`config.mk`:
```
export PLATFORM = sky130hd
export DESIGN_NAME = eeprom_access_controller
export DESIGN_NICKNAME = d
export VERILOG_FILES = /design/src/rtl/nvm_pkg.sv /design/src/rtl/nvm_byte_array.sv /design/src/rtl/eeprom_access_controller.sv
export VERILOG_INCLUDE_DIRS = /design/src /design/src/rtl
export SDC_FILE = /design/constraint.sdc
export NUM_CORES = 2
export LEC_CHECK = 0
export ABC_CLOCK_PERIOD_IN_PS = 10500
export BUFFER_PORTS_ARGS = -buffer_cell sky130_fd_sc_hd__buf_2
export CAP_MARGIN = 40
export CORE_ASPECT_RATIO = 1.25
export CORE_MARGIN = 5
export CORE_UTILIZATION = 66
export CTS_BUF_LIST = sky130_fd_sc_hd__clkbuf_4 sky130_fd_sc_hd__clkbuf_8
export CTS_CLUSTER_SIZE = 12
export DETAILED_ROUTE_END_ITERATION = 10
export GPL_TIMING_DRIVEN = 0
export PLACE_DENSITY_LB_ADDON = 0.08
export REMOVE_ABC_BUFFERS = 1
export SLEW_MARGIN = 10
export SYNTH_ARGS = -nofsm -noshare
export SYNTH_HDL_FRONTEND = slang
export SYNTH_SLANG_ARGS = --single-unit
```
`constraint.sdc`:
```
create_clock -name clk -period 10.5 [get_ports clk]
set_input_delay 0.525 -clock clk [delete_from_list [all_inputs] [get_ports clk]]
set_output_delay 0.525 -clock clk [all_outputs]
set_load 0.005 [all_outputs]
```
`src/rtl/eeprom_params.svh`:
```
// Offsets, field positions, reset values and timing counts of the EEPROM controller
`ifndef EEPROM_PARAMS_SVH
`define EEPROM_PARAMS_SVH

// I/O register offsets
`define NVM_OFS_GP0       6'h1e
`define NVM_OFS_CTRL      6'h1f
`define NVM_OFS_DATA      6'h20
`define NVM_OFS_ADDR_LO   6'h21
`define NVM_OFS_ADDR_HI   6'h22
`define NVM_OFS_GP1       6'h2a
`define NVM_OFS_GP2       6'h2b

// Control register field positions
`define NVM_CTRL_READ     0
`define NVM_CTRL_START    1
`define NVM_CTRL_ARM      2
`define NVM_CTRL_IRQEN    3
`define NVM_CTRL_MODE_LO  4
`define NVM_CTRL_MODE_HI  5

// Mode codes and reset values
`define NVM_MODE_ATOMIC   2'h0
`define NVM_MODE_ERASE    2'h1
`define NVM_MODE_WRITE    2'h2
`define NVM_MODE_RSVD     2'h3
`define NVM_REG_RESET     8'h00
`define NVM_ERASED_BYTE   8'hff

// Timing
`define NVM_CLK_PERIOD_NS   8
`define NVM_ATOMIC_TIME_NS  3400000
`define NVM_SPLIT_TIME_NS   1800000
`define NVM_ATOMIC_CYCLES   (`NVM_ATOMIC_TIME_NS / `NVM_CLK_PERIOD_NS)
`define NVM_SPLIT_CYCLES    (`NVM_SPLIT_TIME_NS / `NVM_CLK_PERIOD_NS)
`define NVM_ARM_CYCLES      3'h4
`define NVM_PROG_STALL      3'h2
`define NVM_READ_STALL      3'h4

`endif

```
`src/rtl/nvm_pkg.sv`:
```
// Types shared by the EEPROM controller files
package nvm_pkg;

  typedef logic [1:0] prog_mode_t;

  // One I/O register access from the core
  typedef struct packed {
    logic       wr;
    logic       rd;
    logic [5:0] addr;
    logic [7:0] wdata;
  } io_req_s;

  typedef enum logic {
    ST_IDLE,
    ST_PROGRAM
  } op_state_e;

endpackage : nvm_pkg

```
`src/rtl/nvm_byte_array.sv`:
```
// Byte-wide storage array with one write port and a registered read port
module nvm_byte_array #(
  parameter int DEPTH = 512,
  parameter int AW    = 9,
  parameter int DW    = 8
) (
  input  wire logic          clk,
  input  wire logic          ce,
  input  wire logic          we,
  input  wire logic [AW-1:0] waddr,
  input  wire logic [DW-1:0] wdata,
  input  wire logic          re,
  input  wire logic [AW-1:0] raddr,
  output logic      [DW-1:0] rdata_q
);

  logic [DW-1:0] mem [DEPTH];

  // Linear map: index equals byte address
  always_ff @(posedge clk)
  begin
    if (ce && we)
    begin
      mem[waddr] <= wdata;
    end
    if (ce && re)
    begin
      rdata_q <= mem[raddr];
    end
  end

endmodule : nvm_byte_array

```
`src/rtl/eeprom_access_controller.sv`:
```
// EEPROM access controller: I/O registers, arm/start sequence, timing, reads
`include "eeprom_params.svh"

// What this block does
// Nine-bit address, high byte bit zero only
// Address maps bytes linearly from zero
// Software loads address before any access
// Data register feeds writes, receives reads
// Mode field selects atomic, erase, write
// Mode writes ignored while busy
// Reset clears mode unless programming
// Level ready interrupt when enabled, idle
// Arm bit self-clears after four cycles
// Start only while arm still set
// Busy holds until programming time elapses
// Successful start stalls core two cycles
// Read fetches byte, stalls four cycles
// Busy refuses reads and address changes
// Software polls busy before reading
// Three plain storage registers, reset zero
// Reset lets running programming finish
// Write-only over unerased byte is undefined
// Counter times each mode's programming
module eeprom_access_controller #(
  parameter int unsigned ATOMIC_CYCLES = `NVM_ATOMIC_CYCLES,
  parameter int unsigned SPLIT_CYCLES  = `NVM_SPLIT_CYCLES,
  parameter int          CNT_W         = 20,
  parameter int          DEPTH         = 512,
  parameter int          AW            = 9
) (
  input  wire logic            clk,
  input  wire logic            ce,
  input  wire logic            por,
  input  wire logic            rst,
  input  wire nvm_pkg::io_req_s io_req,
  output logic      [7:0]      io_rdata,
  input  wire logic            global_irq_enable,
  output logic                 ready_irq,
  output logic                 cpu_stall,
  output logic                 program_busy
);
  import nvm_pkg::*;

  op_state_e        state_q;
  logic [CNT_W-1:0] op_cnt_q;
  prog_mode_t       mode_q;
  logic             irq_en_q;
  logic [2:0]       arm_cnt_q;
  logic [2:0]       stall_q;
  logic [AW-1:0]    addr_q;
  logic [7:0]       data_q;
  logic [7:0]       op_data_q;
  logic             rd_pend_q;
  logic [7:0]       gp0_q;
  logic [7:0]       gp1_q;
  logic [7:0]       gp2_q;
  logic [7:0]       rdata_q;
  logic [7:0]       mem_rdata;

  // Terminal count per mode, minus one since the load cycle counts too
  function automatic logic [CNT_W-1:0] op_cycles(input prog_mode_t m);
    if (m == `NVM_MODE_ATOMIC)
    begin
      return CNT_W'(ATOMIC_CYCLES - 1);
    end
    return CNT_W'(SPLIT_CYCLES - 1);
  endfunction : op_cycles

  // Address decode
  wire busy      = (state_q == ST_PROGRAM);
  wire wr_ok     = io_req.wr && !rst;
  wire wr_ctrl   = wr_ok && (io_req.addr == `NVM_OFS_CTRL);
  wire wr_data   = wr_ok && (io_req.addr == `NVM_OFS_DATA);
  wire wr_addr_l = wr_ok && (io_req.addr == `NVM_OFS_ADDR_LO);
  wire wr_addr_h = wr_ok && (io_req.addr == `NVM_OFS_ADDR_HI);
  wire wr_gp0    = wr_ok && (io_req.addr == `NVM_OFS_GP0);
  wire wr_gp1    = wr_ok && (io_req.addr == `NVM_OFS_GP1);
  wire wr_gp2    = wr_ok && (io_req.addr == `NVM_OFS_GP2);

  // Control register strobes; arm state is sampled before this write
  wire arm_q     = (arm_cnt_q != 3'h0);
  wire arm_wr    = wr_ctrl && io_req.wdata[`NVM_CTRL_ARM];
  wire mode_legal = (mode_q != `NVM_MODE_RSVD);
  wire start_go  = wr_ctrl && io_req.wdata[`NVM_CTRL_START] && arm_q
                   && !busy && mode_legal;
  wire read_go   = wr_ctrl && io_req.wdata[`NVM_CTRL_READ] && !busy
                   && !start_go;
  wire op_done   = busy && (op_cnt_q == '0);
  wire keep_on_rst = rst && !busy;  // Reset spares state a running job needs

  // Programming data: erase stores the blank value, others the latched byte
  wire       mem_we    = op_done;
  wire [7:0] mem_wdata = (mode_q == `NVM_MODE_ERASE) ? `NVM_ERASED_BYTE : op_data_q;

  // Storage array; address is the byte index directly
  nvm_byte_array #(
    .DEPTH (DEPTH),
    .AW    (AW),
    .DW    (8)
  ) u_array (
    .clk     (clk),
    .ce      (ce),
    .we      (mem_we),
    .waddr   (addr_q),
    .wdata   (mem_wdata),
    .re      (read_go),
    .raddr   (addr_q),
    .rdata_q (mem_rdata)
  );

  // Programming sequencer; system reset cannot abort it, only power-on can
  always_ff @(posedge clk)
  begin
    if (por)
    begin
      state_q  <= ST_IDLE;
      op_cnt_q <= '0;
    end
    else if (ce)
    begin
      case (state_q)
        ST_IDLE:
        begin
          if (start_go)
          begin
            state_q  <= ST_PROGRAM;
            op_cnt_q <= op_cycles(mode_q);
          end
        end
        ST_PROGRAM:
        begin
          if (op_cnt_q == '0)
          begin
            state_q <= ST_IDLE;
          end
          else
          begin
            op_cnt_q <= op_cnt_q - 1'b1;
          end
        end
        default:
        begin
          state_q <= ST_IDLE;
        end
      endcase
    end
  end

  // Mode field: frozen while busy, cleared by reset only when idle
  always_ff @(posedge clk)
  begin
    if (por || (ce && keep_on_rst))
    begin
      mode_q <= `NVM_MODE_ATOMIC;
    end
    else if (ce && wr_ctrl && !busy && !start_go)
    begin
      // A starting write keeps the mode that timed the job
      mode_q <= io_req.wdata[`NVM_CTRL_MODE_HI:`NVM_CTRL_MODE_LO];
    end
  end

  // Interrupt enable and the arm window
  always_ff @(posedge clk)
  begin
    if (por || rst)
    begin
      irq_en_q  <= 1'b0;
      arm_cnt_q <= 3'h0;
    end
    else if (ce)
    begin
      if (wr_ctrl)
      begin
        irq_en_q <= io_req.wdata[`NVM_CTRL_IRQEN];
      end
      if (arm_wr)
      begin
        arm_cnt_q <= `NVM_ARM_CYCLES;
      end
      else if (arm_q)
      begin
        arm_cnt_q <= arm_cnt_q - 3'h1;
      end
    end
  end

  // Core stall counter; a start or a read reloads it
  always_ff @(posedge clk)
  begin
    if (por || rst)
    begin
      stall_q <= 3'h0;
    end
    else if (ce)
    begin
      if (start_go)
      begin
        stall_q <= `NVM_PROG_STALL;
      end
      else if (read_go)
      begin
        stall_q <= `NVM_READ_STALL;
      end
      else if (stall_q != 3'h0)
      begin
        stall_q <= stall_q - 3'h1;
      end
    end
  end

  // Address register: locked while busy so the running job keeps its target
  always_ff @(posedge clk)
  begin
    if (por || (ce && keep_on_rst))
    begin
      addr_q <= '0;
    end
    else if (ce && !busy)
    begin
      if (wr_addr_l)
      begin
        addr_q[7:0] <= io_req.wdata;
      end
      else if (wr_addr_h)
      begin
        addr_q[AW-1] <= io_req.wdata[0];
      end
    end
  end

  // Data register and the byte latched for programming
  always_ff @(posedge clk)
  begin
    if (por || (ce && keep_on_rst))
    begin
      data_q    <= `NVM_REG_RESET;
      op_data_q <= `NVM_REG_RESET;
      rd_pend_q <= 1'b0;
    end
    else if (ce)
    begin
      rd_pend_q <= read_go;
      if (rd_pend_q)
      begin
        data_q <= mem_rdata;
      end
      else if (wr_data)
      begin
        data_q <= io_req.wdata;
      end
      if (start_go)
      begin
        op_data_q <= data_q;
      end
    end
  end

  // General storage, no side effects
  always_ff @(posedge clk)
  begin
    if (por || rst)
    begin
      gp0_q <= `NVM_REG_RESET;
      gp1_q <= `NVM_REG_RESET;
      gp2_q <= `NVM_REG_RESET;
    end
    else if (ce)
    begin
      gp0_q <= wr_gp0 ? io_req.wdata : gp0_q;
      gp1_q <= wr_gp1 ? io_req.wdata : gp1_q;
      gp2_q <= wr_gp2 ? io_req.wdata : gp2_q;
    end
  end

  // Read mux; the read strobe always reads back zero
  wire [7:0] ctrl_view = {2'h0, mode_q, irq_en_q, arm_q, busy, 1'b0};
  wire [7:0] addr_hi_view = {7'h00, addr_q[AW-1]};
  logic [7:0] rd_mux;
  always_comb
  begin
    case (io_req.addr)
      `NVM_OFS_GP0:     rd_mux = gp0_q;
      `NVM_OFS_CTRL:    rd_mux = ctrl_view;
      `NVM_OFS_DATA:    rd_mux = data_q;
      `NVM_OFS_ADDR_LO: rd_mux = addr_q[7:0];
      `NVM_OFS_ADDR_HI: rd_mux = addr_hi_view;
      `NVM_OFS_GP1:     rd_mux = gp1_q;
      `NVM_OFS_GP2:     rd_mux = gp2_q;
      default:          rd_mux = 8'h00;
    endcase
  end

  // Registered read data, one cycle after the read strobe
  always_ff @(posedge clk)
  begin
    if (por)
    begin
      rdata_q <= 8'h00;
    end
    else if (ce && io_req.rd)
    begin
      rdata_q <= rd_mux;
    end
  end

  // Outputs; the interrupt is a level, held low while busy or while either enable is clear
  assign io_rdata     = rdata_q;
  assign ready_irq    = irq_en_q && global_irq_enable && !busy;
  assign cpu_stall    = (stall_q != 3'h0);
  assign program_busy = busy;
endmodule : eeprom_access_controller

```
==> qor.csv <==
stage;metric;value;unit
critical_path;cpLargestDelayFamily;simple AND/OR/NAND/NOR gates;
yosys;yosys_register_bits;4192;
critical_path;critical_path_class;reg2reg;
drt;routed_wl;459000;microns
clock_tree;tritoncts;done;
critical_path;crit_chain;buf_16 -> buf_16 -> buf_16 -> buf_16 -> buf_16 -> buf_16 -> buf_16 -> mux4_2 -> mux2i_1 -> nor3_1 -> or4_1 -> nor4_1 -> nand4_1 -> or4_1;
drt;routed-via-count;86205;
layout;areaGrowthSynthToFinish;12.1;%
grt;grt_pass1_wl;642000;microns
floorplan;die_area;0.257;sq mm
grt;grt_pass1_vias;85838;
sta;max_freq;155;MHz
floorplan;die_w;455;microns
yosys;ys.flop_type;edfxtp_1;
hold_path;min_path_cells;5;
layout;top_regs;u_array.mem: 4096 flops, op_cnt_q: 20 flops, addr_q: 9 flops;
yosys;async_reset_ff_share;0;%
clock_tree;clkLatencyLatePin;1.08;ns
layout;num-fill-cells;13842;
sta;hold_viol;0;
clock_tree;cts_buffers;624;
critical_path;r2r_start;addr_q[0];
critical_path;slowest_stage;or4_1;
floorplan;start_util;66.2;%
critical_path;cp_max_fo;38;
yosys;synth.distinct_cells;77;
hold_path;hp-start;rst;
drt;ant_nets;0;
yosys;synthMostInstantiatedCell;edfxtp_1;
critical_path;cp.required;11.26;ns
layout;fin_cells;12185;
sta;max-slew-margin-rel;21.2;%
sta;fin_tns_setup;0;ns
critical_path;reg2reg_to;u_array.rdata_q[7];
clock_tree;cts-root-buf;clkbuf_8;
floorplan;coreArea;0.247;sq mm
yosys;synth.area.top_cells;edfxtp_1, mux4_2, mux2i_1, nor2_1, dfxtp_1;
flow_run;drv_cap;0;
critical_path;crit_arrival;7.19;ns
sta;slew_viol_final;0;
grt;grt_usage;35.8;%
placement;dp_hpwl;296000;microns
grt;grt_start_max_net_pins;89;
power;vdd.ir_drop.worst;0.000157;V
power;total_leakage_power;0.0649;uW
yosys;synth_top_area_cell;edfxtp_1;
critical_path;cp-start-kind;flop;
placement;io_buffers;31;
yosys;syn_area;0.163;sq mm
yosys;yosysSeqAreaShare;76.6;%
floorplan;die_h;566;microns
critical_path;cpMostUsedCell;buf_16;
critical_path;cp_num_buf_inv;7;
clock_tree;clk_path_buf_depth;4;
power;cellPowerDensity;169;mW/mm^2
drt;via_per_inst;7.07;
clock_tree;cts_sinks;4192;
placement;gp_congestion;0.938;
sta;worst_slew_pin_slew;1.18;ns
layout;regArea;0.125;sq mm
floorplan;rows;204;
clock_tree;h-tree-depth;6;
drt;wl_per_cell;37.7;microns
clock_tree;clk_pin_slew;0.06;ns
sta;rsz0062_at_grt;no;
layout;layout.nets;8423;
yosys;syn_avg_cell_area;20.6;sq um
sta;period_share;61.3;%
critical_path;cpPeakStageDelay;0.80;ns
yosys;netlist_instances;7905;
placement;post-place-cells;11028;
yosys;ys_warn_count;0;
layout;largest_register_ffs;4096;
floorplan;pin_count;32;
grt;antenna_found_initial;24;
outcome;outcome;finished clean;
sta;holdWs;0.0915;ns
sta;skew;0.0673;ns
drt;drt_iter0_drc;13263;
sta;min_period;6.43;ns
critical_path;reg2reg_slack;4.07;ns
grt;overflow;0;
yosys;synth-edff-count;4104;
drt;route.detailed.drc;0;
layout;multi_input_comb_area;0.0361;sq mm
yosys;yosys-top-cells-count;edfxtp_1, mux4_2, nor2_1;
critical_path;end_kind;flop;
layout;largest_register;u_array.mem;
hold_path;hold_class;in2reg;
critical_path;ff2ff_path_depth;14;
yosys;synth_top_area_share;75.5;%
sta;setup_violations;0;
hold_path;min_to;arm_cnt_q[2];
layout;layout-drive-gt1-share;26.8;%
drt;first_pass_iters;6;
[cell families (layout without fill, tap and decap cells)]
kind of cell	count (synthesis)	in the layout	synth area share [%]
fa+ha+maj	6	6	0.0460
xor+xnor	11	11	0.0590
compound gates	563	563	2.46
flops	4192	4192	76.6
simple gates	1306	1306	3.48
buf+inv	505	1468	1.57
other cells	0	21	0
mux	1322	1322	15.8
[per-layer routing]
layer	wire, microns	GRT usage (%)	vias up
li1	-	-	33899
met4	35700	22.5	14
met3	57100	10.5	1349
met2	215000	54.0	6350
met1	151000	46.5	44593
met5	102	0.0188	-
[worst max-delay path by stage]
stage          slack [ns]             endpoint       from  cells past startpoint
6_report             4.07   u_array.rdata_q[7]  addr_q[0]                     14
5_1_grt              3.90   u_array.rdata_q[7]  addr_q[0]                     14
4_1_cts              4.19   u_array.rdata_q[7]  addr_q[0]                     14
3_5_place_dp         4.21   u_array.rdata_q[7]  addr_q[0]                     14
3_3_place_gp      -116.11  u_array.mem[369][6]  addr_q[0]                      4
2_1_floorplan      -46.73  u_array.mem[369][0]  addr_q[0]                      4
[timing repair]
action,in CTS,in global routing
endpoints found under the hold margin,79,0
setup buffers,0,0
resized for setup,0,0
hold buffers,25,0
[worst min-delay path: stages]
cell and delay (ns):
buf_2 0.11, nor3b_1 0.07, and2_1 0.19, nor2_1 0.12, a221oi_1 0.08
[cell usage in the layout (no fill, tap or decap), types with 16 or more instances in the layout]
cell	count
edfxtp_1	4104
mux4_2	1003
clkbuf_8	643
nor2_1	630
mux2i_1	311
nand2_1	289
clkbuf_4	205
clkinv_1	158
buf_16	137
nand3_1	101
a22oi_1	87
dfxtp_1	81
a21oi_1	78
buf_4	75
o21ai_0	66
o22ai_1	59
buf_2	55
clkinv_2	53
nor3_1	46
a221oi_1	39
nand4_1	39
a211oi_1	38
a32oi_1	34
a22o_1	31
buf_12	31
dlygate4sd3_1	25
a31oi_1	23
diode_2	21
nor4_1	18
and3_1	17
clkinvlp_4	17
buf_8	17
inv_1	16
o2111ai_1	16
nand2_4	16
[report_power, final]
part	internal [uW]	switching (uW)	total, uW	leakage (uW)
Sequential	18100	1.36	18100	0.0463
Clock	6560	6160	12700	0.00619
Combinational	19.0	35.6	54.7	0.0124
[stage by stage]
stage / utilization (%) / setup WS, ns / instance area [sq um] / total power [uW]
finish: 74.2 / 4.07 / 183000 / 30900
global route: 74.2 / 3.90 / 183000 / 31700
CTS: 74.2 / 4.19 / 183000 / 30900
detailed placement: 69.3 / 4.21 / 171000 / 18500
global placement: 66.9 / -116.11 / 165000 / 18500
floorplan: - / -46.73 / 161000 / 18500
[cell type report]
cell class	instances	share of cell area, %
Multi-Input combinational cell	3208	19.8
Tap cell	3296	2.25
Clock inverter	250	0.728
Antenna cell	21	0.0287
Sequential cell	4192	68.3
Timing Repair Buffer	351	3.19
Clock buffer	848	5.68
Inverter	19	0.0472
(Power assumes the default switching activity.)
